File: config.mk
export PLATFORM = sky130hd
export DESIGN_NAME = twi_abort_status
export DESIGN_NICKNAME = d
export VERILOG_FILES = /design/src/core/twi_abort_pkg.sv /design/src/core/twi_abort_status.sv /design/src/core/twi_pin_sync.sv
export SDC_FILE = /design/constraint.sdc
export NUM_CORES = 1
export LEC_CHECK = 0
export ABC_CLOCK_PERIOD_IN_PS = 5000
export BUFFER_PORTS_ARGS = -buffer_cell sky130_fd_sc_hd__buf_4
export CAP_MARGIN = 0
export CORE_UTILIZATION = 50
export DETAILED_ROUTE_END_ITERATION = 10
export PLACE_DENSITY = 0.81
export REMOVE_ABC_BUFFERS = 1
export SETUP_SLACK_MARGIN = 0.02
export SLEW_MARGIN = 25
export SYNTH_ARGS = -nofsm -noshare
export SYNTH_HDL_FRONTEND = slang
export SYNTH_SLANG_ARGS = --single-unit
export TNS_END_PERCENT = 10
File: constraint.sdc
create_clock -name ref_clk -period 5 [get_ports ref_clk]
set_input_delay 0.75 -clock ref_clk [delete_from_list [all_inputs] [get_ports ref_clk]]
set_output_delay 0.75 -clock ref_clk [all_outputs]
set_load 0.02 [all_outputs]
File: src/core/twi_abort_pkg.sv
/*
  constants of the two-wire controller status block: register offsets,
  field positions, values after reset and widths.
  assumes a 32-bit register port with byte offsets on aligned words.

  //Operation
  //transmit fifo fill count reads in bits 2:0, zero after reset
  //receive fifo fill count reads in bits 2:0, zero after reset
  //read bit written while answering a slave read request sets cause 15
  //slave losing bus while transmitting sets cause 14 and 12 together
  //transmitter compares data line with driven bit at clock rise
  //slave read command with filled transmit fifo sets 13, raises abort
  //master arbitration loss sets cause 12; with 14 it means slave loss
  //master and slave may run together; causes kept apart by side
  //master start while master mode disabled sets cause 11
  //ten-bit read with repeated start disallowed sets cause 10
  //start byte with repeated start disallowed sets cause 9
  //clearing 9 with cause present clears one cycle, then sets again
  //acknowledged start byte sent as master sets cause 7
  //general call followed by a read command sets cause 5
*/
package twi_abort_pkg;

  // register byte offsets
  localparam logic [7:0] TX_LEVEL_OFS    = 8'h00;
  localparam logic [7:0] RX_LEVEL_OFS    = 8'h04;
  localparam logic [7:0] ABORT_CAUSE_OFS = 8'h08;
  localparam logic [7:0] ABORT_MASK_OFS  = 8'h0c;
  localparam logic [7:0] CONFIG_OFS      = 8'h10;
  localparam logic [7:0] TARGET_OFS      = 8'h14;

  // abort cause bit positions
  localparam int SLV_RD_CONFLICT_BIT = 15;
  localparam int SLV_LOST_BUS_BIT    = 14;
  localparam int SLV_FLUSH_BIT       = 13;
  localparam int LOST_ARB_BIT        = 12;
  localparam int MST_DISABLED_BIT    = 11;
  localparam int TENBIT_NORESTART_BIT = 10;
  localparam int SBYTE_NORESTART_BIT = 9;
  localparam int SBYTE_ACKED_BIT     = 7;
  localparam int GCALL_READ_BIT      = 5;

  // configuration and target field positions
  localparam int CFG_MASTER_EN_BIT   = 0;
  localparam int CFG_RESTART_BIT     = 5;
  localparam int TAR_GC_OR_SB_BIT    = 10;
  localparam int TAR_SPECIAL_BIT     = 11;
  localparam int TAR_TENBIT_BIT      = 12;

  // widths
  localparam int LEVEL_W = 3;
  localparam int CAUSE_W = 16;
  localparam int CFG_W   = 6;
  localparam int TAR_W   = 13;

  // values after reset, fill count limit and implemented cause bits
  localparam logic [LEVEL_W-1:0] LEVEL_RST = 3'h0;
  localparam logic [LEVEL_W-1:0] LEVEL_MAX = 3'h7;
  localparam logic [CAUSE_W-1:0] CAUSE_RST = 16'h0000;
  localparam logic [CAUSE_W-1:0] MASK_RST  = 16'h0000;
  localparam logic [CAUSE_W-1:0] CAUSE_IMPL = 16'hfea0;
  localparam logic [CFG_W-1:0]   CFG_RST   = 6'h21;
  localparam logic [TAR_W-1:0]   TAR_RST   = 13'h0000;

endpackage : twi_abort_pkg

File: src/core/twi_abort_status.sv
/*
  fifo fill counts and transmit abort cause recording of a two-wire
  controller, with register port and abort interrupt.
  assumes master and slave state machines on ref_clk give one-cycle
  pulses and levels; scl and sda come straight from the pins.
*/
// Local design decisions: the address map and the plain strobed port.
`timescale 1ns/100ps
module twi_abort_status (
  // clock and reset
  input  wire logic                                ref_clk,
  input  wire logic                                rst,
  // register port
  input  wire logic [7:0]                          reg_addr,
  input  wire logic [31:0]                         reg_wr_data,
  input  wire logic                                reg_wr,
  input  wire logic                                reg_rd,
  output logic      [31:0]                         reg_rd_data,
  // fifo activity
  input  wire logic                                tx_push,
  input  wire logic                                tx_pop,
  input  wire logic                                rx_push,
  input  wire logic                                rx_pop,
  // data/command writes from software
  input  wire logic                                dcmd_wr,
  input  wire logic                                dcmd_read,
  // master side
  input  wire logic                                mst_start_req,
  input  wire logic                                mst_tx_driving,
  input  wire logic                                start_byte_acked,
  // slave side
  input  wire logic                                slv_read_req,
  input  wire logic                                slv_rd_cmd,
  input  wire logic                                slv_tx_driving,
  // serial link
  input  wire logic                                scl_in,
  input  wire logic                                sda_in,
  input  wire logic                                tx_bit,
  // events
  output logic                                     transmit_abort_event,
  output logic                                     irq
);
  import twi_abort_pkg::*;

  // saturating fill count update shared by both fifos
  function automatic logic [LEVEL_W-1:0] level_next(input logic [LEVEL_W-1:0] lvl,
                                                    input logic push,
                                                    input logic pop);
    logic [LEVEL_W-1:0] res;
    res = lvl;
    if (push && !pop && lvl != LEVEL_MAX) begin
      res = lvl + 3'h1;
    end else if (pop && !push && lvl != LEVEL_RST) begin
      res = lvl - 3'h1;
    end
    return res;
  endfunction : level_next

  // state
  logic [LEVEL_W-1:0] tx_level_ff;
  logic [LEVEL_W-1:0] rx_level_ff;
  logic [CAUSE_W-1:0] cause_ff;
  logic [CAUSE_W-1:0] nxt_cause;
  logic [CAUSE_W-1:0] mask_ff;
  logic [CFG_W-1:0]   cfg_ff;
  logic [TAR_W-1:0]   tar_ff;
  logic               scl_prev_ff;

  // decode and event terms
  logic               scl_s;
  logic               sda_s;
  logic               scl_rise;
  logic               bus_mismatch;
  logic               mst_lost;
  logic               slv_lost;
  logic [CAUSE_W-1:0] set_bits;
  logic [CAUSE_W-1:0] clr_bits;
  logic               restart_ok;
  logic               master_en;
  logic               sbyte_cause;
  logic               gcall_mode;

  // the pins are asynchronous, so each passes two flops first
  twi_pin_sync u_scl_sync (
    .ref_clk  (ref_clk),
    .rst      (rst),
    .pin_in   (scl_in),
    .pin_sync (scl_s)
  );

  twi_pin_sync u_sda_sync (
    .ref_clk  (ref_clk),
    .rst      (rst),
    .pin_in   (sda_in),
    .pin_sync (sda_s)
  );

  // previous clock line level for edge finding
  always_ff @(posedge ref_clk) begin
    if (rst) begin
      scl_prev_ff <= 1'b1;
    end else begin
      scl_prev_ff <= scl_s;
    end
  end

  // data line checked against the driven bit at each clock rise
  assign scl_rise     = scl_s && !scl_prev_ff;
  assign bus_mismatch = scl_rise && (sda_s != tx_bit);
  // losses are attributed by side since both may be active at once
  assign mst_lost     = bus_mismatch && mst_tx_driving;
  assign slv_lost     = bus_mismatch && slv_tx_driving;

  assign restart_ok   = cfg_ff[CFG_RESTART_BIT];
  assign master_en    = cfg_ff[CFG_MASTER_EN_BIT];
  // start byte selected while repeated start is off keeps asserting
  assign sbyte_cause  = !restart_ok && tar_ff[TAR_SPECIAL_BIT] && tar_ff[TAR_GC_OR_SB_BIT];
  assign gcall_mode   = tar_ff[TAR_SPECIAL_BIT] && !tar_ff[TAR_GC_OR_SB_BIT];

  // cause set terms, one per recorded reason
  always_comb begin
    set_bits = CAUSE_RST;
    set_bits[SLV_RD_CONFLICT_BIT]  = slv_read_req && dcmd_wr && dcmd_read;
    set_bits[SLV_LOST_BUS_BIT]     = slv_lost;
    set_bits[SLV_FLUSH_BIT]        = slv_rd_cmd && (tx_level_ff != LEVEL_RST);
    set_bits[LOST_ARB_BIT]         = mst_lost || slv_lost;
    set_bits[MST_DISABLED_BIT]     = mst_start_req && !master_en;
    set_bits[TENBIT_NORESTART_BIT] = !restart_ok && tar_ff[TAR_TENBIT_BIT]
                                     && dcmd_wr && dcmd_read;
    set_bits[SBYTE_NORESTART_BIT]  = sbyte_cause;
    set_bits[SBYTE_ACKED_BIT]      = start_byte_acked;
    set_bits[GCALL_READ_BIT]       = gcall_mode && dcmd_wr && dcmd_read;
  end

  // write one to clear, only on implemented bits
  assign clr_bits = (reg_wr && reg_addr == ABORT_CAUSE_OFS) ?
                    (reg_wr_data[CAUSE_W-1:0] & CAUSE_IMPL) : CAUSE_RST;

  // set wins over clear except bit 9, whose clear holds for one cycle
  always_comb begin
    nxt_cause = (cause_ff & ~clr_bits) | set_bits;
    nxt_cause[SBYTE_NORESTART_BIT] = (cause_ff[SBYTE_NORESTART_BIT]
                                      || set_bits[SBYTE_NORESTART_BIT])
                                     && !clr_bits[SBYTE_NORESTART_BIT];
  end

  // abort cause register
  always_ff @(posedge ref_clk) begin
    if (rst) begin
      cause_ff <= CAUSE_RST;
    end else begin
      cause_ff <= nxt_cause;
    end
  end

  // abort event pulses when any cause is newly raised; flushes tx fifo
  always_ff @(posedge ref_clk) begin
    if (rst) begin
      transmit_abort_event <= 1'b0;
    end else begin
      transmit_abort_event <= |(set_bits & ~cause_ff);
    end
  end

  // fill counts; a pending abort event empties the transmit count
  always_ff @(posedge ref_clk) begin
    if (rst) begin
      tx_level_ff <= LEVEL_RST;
      rx_level_ff <= LEVEL_RST;
    end else begin
      tx_level_ff <= transmit_abort_event ? LEVEL_RST
                                          : level_next(tx_level_ff, tx_push, tx_pop);
      rx_level_ff <= level_next(rx_level_ff, rx_push, rx_pop);
    end
  end

  // software writable control: mask, configuration and target fields
  always_ff @(posedge ref_clk) begin
    if (rst) begin
      mask_ff <= MASK_RST;
      cfg_ff  <= CFG_RST;
      tar_ff  <= TAR_RST;
    end else if (reg_wr) begin
      if (reg_addr == ABORT_MASK_OFS) begin
        mask_ff <= reg_wr_data[CAUSE_W-1:0] & CAUSE_IMPL;
      end
      if (reg_addr == CONFIG_OFS) begin
        cfg_ff <= reg_wr_data[CFG_W-1:0];
      end
      if (reg_addr == TARGET_OFS) begin
        tar_ff <= reg_wr_data[TAR_W-1:0];
      end
    end
  end

  // level interrupt, one cycle behind the cause register
  always_ff @(posedge ref_clk) begin
    if (rst) begin
      irq <= 1'b0;
    end else begin
      irq <= |(cause_ff & mask_ff);
    end
  end

  // read data stand only in the cycle after the strobe; unmapped reads zero
  always_ff @(posedge ref_clk) begin
    if (rst) begin
      reg_rd_data <= 32'h0000_0000;
    end else if (reg_rd) begin
      unique case (reg_addr)
        TX_LEVEL_OFS:    reg_rd_data <= {29'h0, tx_level_ff};
        RX_LEVEL_OFS:    reg_rd_data <= {29'h0, rx_level_ff};
        ABORT_CAUSE_OFS: reg_rd_data <= {16'h0, cause_ff};
        ABORT_MASK_OFS:  reg_rd_data <= {16'h0, mask_ff};
        CONFIG_OFS:      reg_rd_data <= {26'h0, cfg_ff};
        TARGET_OFS:      reg_rd_data <= {19'h0, tar_ff};
        default:         reg_rd_data <= 32'h0000_0000;
      endcase
    end else begin
      reg_rd_data <= 32'h0000_0000;
    end
  end
endmodule : twi_abort_status

File: src/core/twi_pin_sync.sv
/*
  two flip-flop synchroniser for one pin level.
  assumes the pin is asynchronous to ref_clk; only the second stage is
  read by anything outside.
*/
`timescale 1ns/100ps
module twi_pin_sync (
  // clock and reset
  input  wire logic ref_clk,
  input  wire logic rst,
  // pin and synchronised level
  input  wire logic pin_in,
  output logic      pin_sync
);

  logic meta_ff;

  // first stage feeds only the second; reset to idle bus level
  always_ff @(posedge ref_clk) begin
    if (rst) begin
      meta_ff  <= 1'b1;
      pin_sync <= 1'b1;
    end else begin
      meta_ff  <= pin_in;
      pin_sync <= meta_ff;
    end
  end

endmodule : twi_pin_sync

; Yosys cells after proc, flatten, opt, wreduce, memory -nomap -nowiden
; Cells that the tools add are included.
[classes]
add_sub_neg = 4
eq_ne = 8
div = 0
n_mux = 6
magnitude_cmp = 0
bitwise = 7
reduce_logical = 49
n_shift = 0
mul = 0
[ops]
columns = op, n
row1 = one-hot mux 16 bit (6 select lines), 1
row2 = AND 16 bit, 3
row3 = NOT 16 bit, 2
row4 = OR reduction 16 bit, 2
row5 = logical AND 1 bit, 26
row6 = "== test 8 x 4 -> 1 bit, second input constant", 2
row7 = "== test 8 x 5 -> 1 bit, second input constant", 2
row8 = 2-to-1 mux 16 bit, 1
row9 = OR 16 bit, 1
row10 = 2-to-1 mux 3 bit, 4
row11 = logical NOT 1 bit, 9
row12 = "== test 8 x 3 -> 1 bit, second input constant", 1
row13 = logical NOT 8 bit, 1
row14 = "adder 3 x 1 -> 3 bit, second input constant", 2
row15 = "!= test 3 bit, second input constant", 2
row16 = AND reduction 2 bit, 3
row17 = nonzero test 3 bit, 2
row18 = "subtractor 3 x 1 -> 3 bit, second input constant", 2
row19 = nonzero test 2 bit, 2
row20 = OR reduction 2 bit, 2
row21 = logical OR 1 bit, 2
row22 = != test 1 bit, 1
row23 = NOT 1 bit, 1
[totals]
word_cells = 88
romBits = 0
ff_bits = 89
input_bits = 59
output_inout_bits = 34
ram_bits = 0
latchBits = 0
mem_count = 0

; Logic depth before layout (Yosys ltp)
[depth]
word_depth = 7
ltp_mapped = 7
mapped_depth_nobuf = 6

; By module
; From an unflattened synthesis, not the netlist that was laid out.
[hier_totals]
cells_unflattened = 363
hier_area_um2 = 3382.0
[by_module_without_submodules]
columns = module, n_inst, area_per_inst_um2, cells_per_inst, seq_area_each_um2
row1 = twi_abort_status, 1, 3276.9, 355, 1241.2
row2 = twi_pin_sync, 2, 52.6, 4, 40.0

; Least setup slack after synthesis
; OpenSTA, ideal clock, no wires.
[synth_timing]
path_kind = in2reg
start = in tx_push
end = reg tx_level_ff[2]
setup_slack_ns = 2.295
arrival_ns = 2.590
path_buffers = 1
path_stages = 7
required_ns = 4.885
setup_ns = 0.115
cell_sequence = clkbuf_1 -> nor2b_1 -> nand2_1 -> fa_1 -> or3b_2 -> a21o_1 -> a2111oi_0
[synth_between]
elab_chain_cells = 4
word_cells_on_any_way = 7
classes_between = mux: 1 / reduce/logical: 6
[synth_lines]
columns = element, line
row1 = from (decl), twi_abort_status.sv:20  ; input wire logic tx_push,
row2 = logical NOT 1 bit, twi_abort_status.sv:53  ; end else if (pop && !push && lvl != LEVEL_RST) begin
row3 = logical AND 1 bit (2 in series), twi_abort_status.sv:53
row4 = nonzero test 2 bit (no source line), n/a
row5 = to (signal assigned), twi_abort_status.sv:171  ; tx_level_ff <= transmit_abort_event ? LEVEL_RST
row6 = to (decl), twi_abort_status.sv:60  ; logic [LEVEL_W-1:0] tx_level_ff;
; Several ways; a longest one is shown, not always the timed one.
; A chain may end at the register's enable or synchronous reset.

; Worst setup path in the final report
[layout_timing]
start = in reg_addr[2]
end = reg tar_ff[12]
[layout_between]
elab_chain_cells = 2
[layout_lines]
columns = element, line
row1 = from (decl), twi_abort_status.sv:14  ; input wire logic [7:0] reg_addr,
row2 = == test 8 x 5 -> 1 bit, twi_abort_status.sv:190  ; if (reg_addr == TARGET_OFS) begin
row3 = AND reduction 2 bit (no source line), n/a
row4 = to (signal assigned), twi_abort_status.sv:191  ; tar_ff <= reg_wr_data[TAR_W-1:0];
row5 = to (decl), twi_abort_status.sv:66  ; logic [TAR_W-1:0] tar_ff;
; Every way passes these cells.

==> flow_summary.json <==
{
  "status": "finished, final reports clean",
  "synth_enable_flop_cells": 0,
  "clkSlewWorstSetupHoldPaths_ps": 70,
  "synth_area_leaders": "dfxtp_1 (40%), mux2i_1 (7.9%), buf_4 (3.6%)",
  "cts_tree": "yes",
  "vias_per_cell": 5.89,
  "syn-cell-area_sq_um": 3310,
  "drv_slew": 0,
  "grt_overflow_total": 0,
  "fin_skew_ps": 2.43,
  "worst_ep_required_time_ps": 5280,
  "p_per_area_nw_per_um2": 279,
  "ant_nets": 0,
  "cts.sinks": 66,
  "ys_seq_area_share_pct": 40.0,
  "ios": 93,
  "rsz0062_at_grt": "false",
  "cts_resized": 0,
  "synth-warning-count": 0,
  "p_leak_nw": 1.54,
  "cp-end-kind": "register",
  "startpoint_type": "primary input",
  "drtPass1Iterations": 5,
  "area_delta_synth_final_pct": 17.3,
  "fmax_mhz": 415,
  "synth_cell_type_count": 58,
  "ff2ff_path_depth": 6,
  "synth_largest_area_cell": "dfxtp_1",
  "htreeDepth": 3,
  "timing.slew.headroom_pct": 50.3,
  "postSynthAreaPerCell_sq_um": 9.42,
  "first_global_vias": 2634,
  "finish.instance_area_sq_um": 3880,
  "synthCells": 351,
  "io_buffers": 60,
  "drt_iter0_markers": 166,
  "vias": 2823,
  "grt_max_degree": 37,
  "die_x_um": 83.3,
  "cp_data_arrival_time_ps": 2690,
  "grt_usage_pct": 22.5,
  "placed_cell_area_sq_um": 3710,
  "globalplace.congestion": 0.816,
  "tightestPinTransition_ps": 745,
  "hold_buffers": 0,
  "core_area_sq_um": 6350,
  "hp-class": "register to register",
  "grt_pass1_wl_um": 12300,
  "antenna_found_initial": 0,
  "hold_violations": 0,
  "clock-root-buffer": "clkbuf_8",
  "clk_latency_ps": 350,
  "dpl_worst_slack_ps": 2240,
  "layout-drive-gt1-share_pct": 27.1,
  "cts_setup_buffers": 0,
  "finalSetupViolations": 0,
  "tns_ps": 0,
  "drt_wl_total_um": 7540,
  "min_period_ps": 2410,
  "die_area_sq_um": 6940,
  "detail_route.wl_per_cell_um": 15.7,
  "synth_top_area_share_pct": 40.0,
  "critPathKind": "primary input to register",
  "die_h_um": 83.3,
  "finalNetCount": 458,
  "cap_violations": 0,
  "clock_path_buffers": 2,
  "antenna_cells": 0,
  "hpwl_um": 5150,
  "synth-async-reset-ratio_pct": 0,
  "hold_depth": 1,
  "synth_seq_cells": 66,
  "initial_utilization_pct": 52.1,
  "fin_ws_ps": 2590,
  "num_rows": 29,
  "post-route-period-util_pct": 48.2,
  "ir_drop_mv": 0.166,
  "drc": 0,
  "path_max_fanout": 23,
  "cts_buffers": 9,
  "ys.flop_type": "dfxtp_1"
}
where the power goes:
group          switching, mW  internal, mW
logic                 0.0760        0.0632
clock network          0.203         0.188
registers             0.0149         0.535
cells in the mapped netlist, types with 3 or more instances:
library cell / number
dfxtp_1: 66
nand2_1: 30
mux2i_1: 26
clkbuf_1: 19
buf_4: 16
nor2_1: 14
a311oi_1: 13
a21oi_1: 9
inv_1: 9
nand2b_1: 9
nor2b_1: 8
a22oi_1: 7
nor3_1: 7
nor3b_1: 7
or2_2: 7
a31o_2: 6
a31oi_1: 6
buf_2: 6
o31ai_1: 6
and3_1: 5
mux2_2: 5
nand3_1: 5
nand4b_1: 5
and3b_1: 4
nand4_1: 4
or3b_2: 4
a211oi_1: 3
mux4_2: 3
nand3b_1: 3
per-layer routing:
| metal | share of wire (%) | global-route usage [%] |
|---|---|---|
| met1 | 46 | 30.1 |
| met2 | 47 | 34.2 |
| met4 | 2.3 | 12.5 |
| met3 | 4.9 | 4.27 |
| met5 | 0 | 0 |
logic make-up after synthesis:
logic type	count (synthesis)	synth area share, %
simple gates	122	22.0
compound gates	72	16.7
flops	66	40.0
buf+inv	53	8.10
mux	34	11.6
fa+ha+maj	2	1.21
other cells	1	0.113
xor+xnor	1	0.265
state kept, by name (all words and copies together), names as in the netlist:
| name | flops |
|---|---|
| scl_prev_ff | 1 |
| tx_level_ff | 3 |
| rx_level_ff | 3 |
| reg_rd_data | 16 |
| mask_ff | 9 |
| irq | 1 |
| u_sda_sync.pin_sync | 1 |
| u_scl_sync.pin_sync | 1 |
| transmit_abort_event | 1 |
| u_scl_sync.meta_ff | 1 |
| tar_ff | 13 |
| u_sda_sync.meta_ff | 1 |
| cfg_ff | 6 |
| cause_ff | 9 |
layout by cell type (no fill, tap or decap), types with 4 or more instances in the layout:
cell / Yosys / layout
a21oi_1: 9 / 9
a22oi_1: 7 / 7
a311oi_1: 13 / 13
a31o_2: 6 / 6
a31oi_1: 6 / 6
and3_1: 5 / 5
and3b_1: 4 / 4
buf_4: 16 / 63
clkbuf_8: 0 / 10
clkinv_2: 0 / 5
conb_1: 1 / 16
dfxtp_1: 66 / 66
inv_1: 9 / 9
mux2_2: 5 / 5
mux2i_1: 26 / 26
nand2_1: 30 / 30
nand2b_1: 9 / 9
nand3_1: 5 / 5
nand4_1: 4 / 4
nand4b_1: 5 / 5
nor2_1: 14 / 14
nor2b_1: 8 / 8
nor3_1: 7 / 7
nor3b_1: 7 / 7
o31ai_1: 6 / 6
or2_2: 7 / 7
or3b_2: 4 / 4
final cells by class:
cell class | count | area (sq um)
multi-input combinational | 247 | 1780
timing repair buffer | 63 | 473
tap | 77 | 96.3
fill | 535 | 2470
clock buffer | 10 | 138
inverter | 10 | 37.5
clock inverter | 6 | 32.5
sequential | 66 | 1320
path summary, 6_finish.rpt:
check,start,to,slack [ps]
setup / recovery,reg_addr[2],tar_ff[12]$_SDFFE_PP0P_,2590
hold / removal,u_scl_sync.meta_ff$_SDFF_PP1_,u_scl_sync.pin_sync$_SDFF_PP1_,410
setup reg to reg,tx_level_ff[0]$_SDFFE_PP0P_,tx_level_ff[2]$_SDFFE_PP0P_,2850
hold reg to reg,u_scl_sync.meta_ff$_SDFF_PP1_,u_scl_sync.pin_sync$_SDFF_PP1_,410
stage by stage:
step                hold WS [ps]  instances  power, mW  utilization [%]
floorplan                    389        323      0.635                -
global placement             392        463      0.695             58.4
detailed placement           400        463      0.700             58.4
CTS                          417        479       1.09             61.1
global route                 428        479       1.13             61.1
finish                       415        479       1.08             61.1
worst max-delay path: stages:
cell and delay, ps:
buf_4 300, and3b_1 620, and3_1 740, mux2i_1 260
No activity file was read; power rests on OpenSTA's default activity.
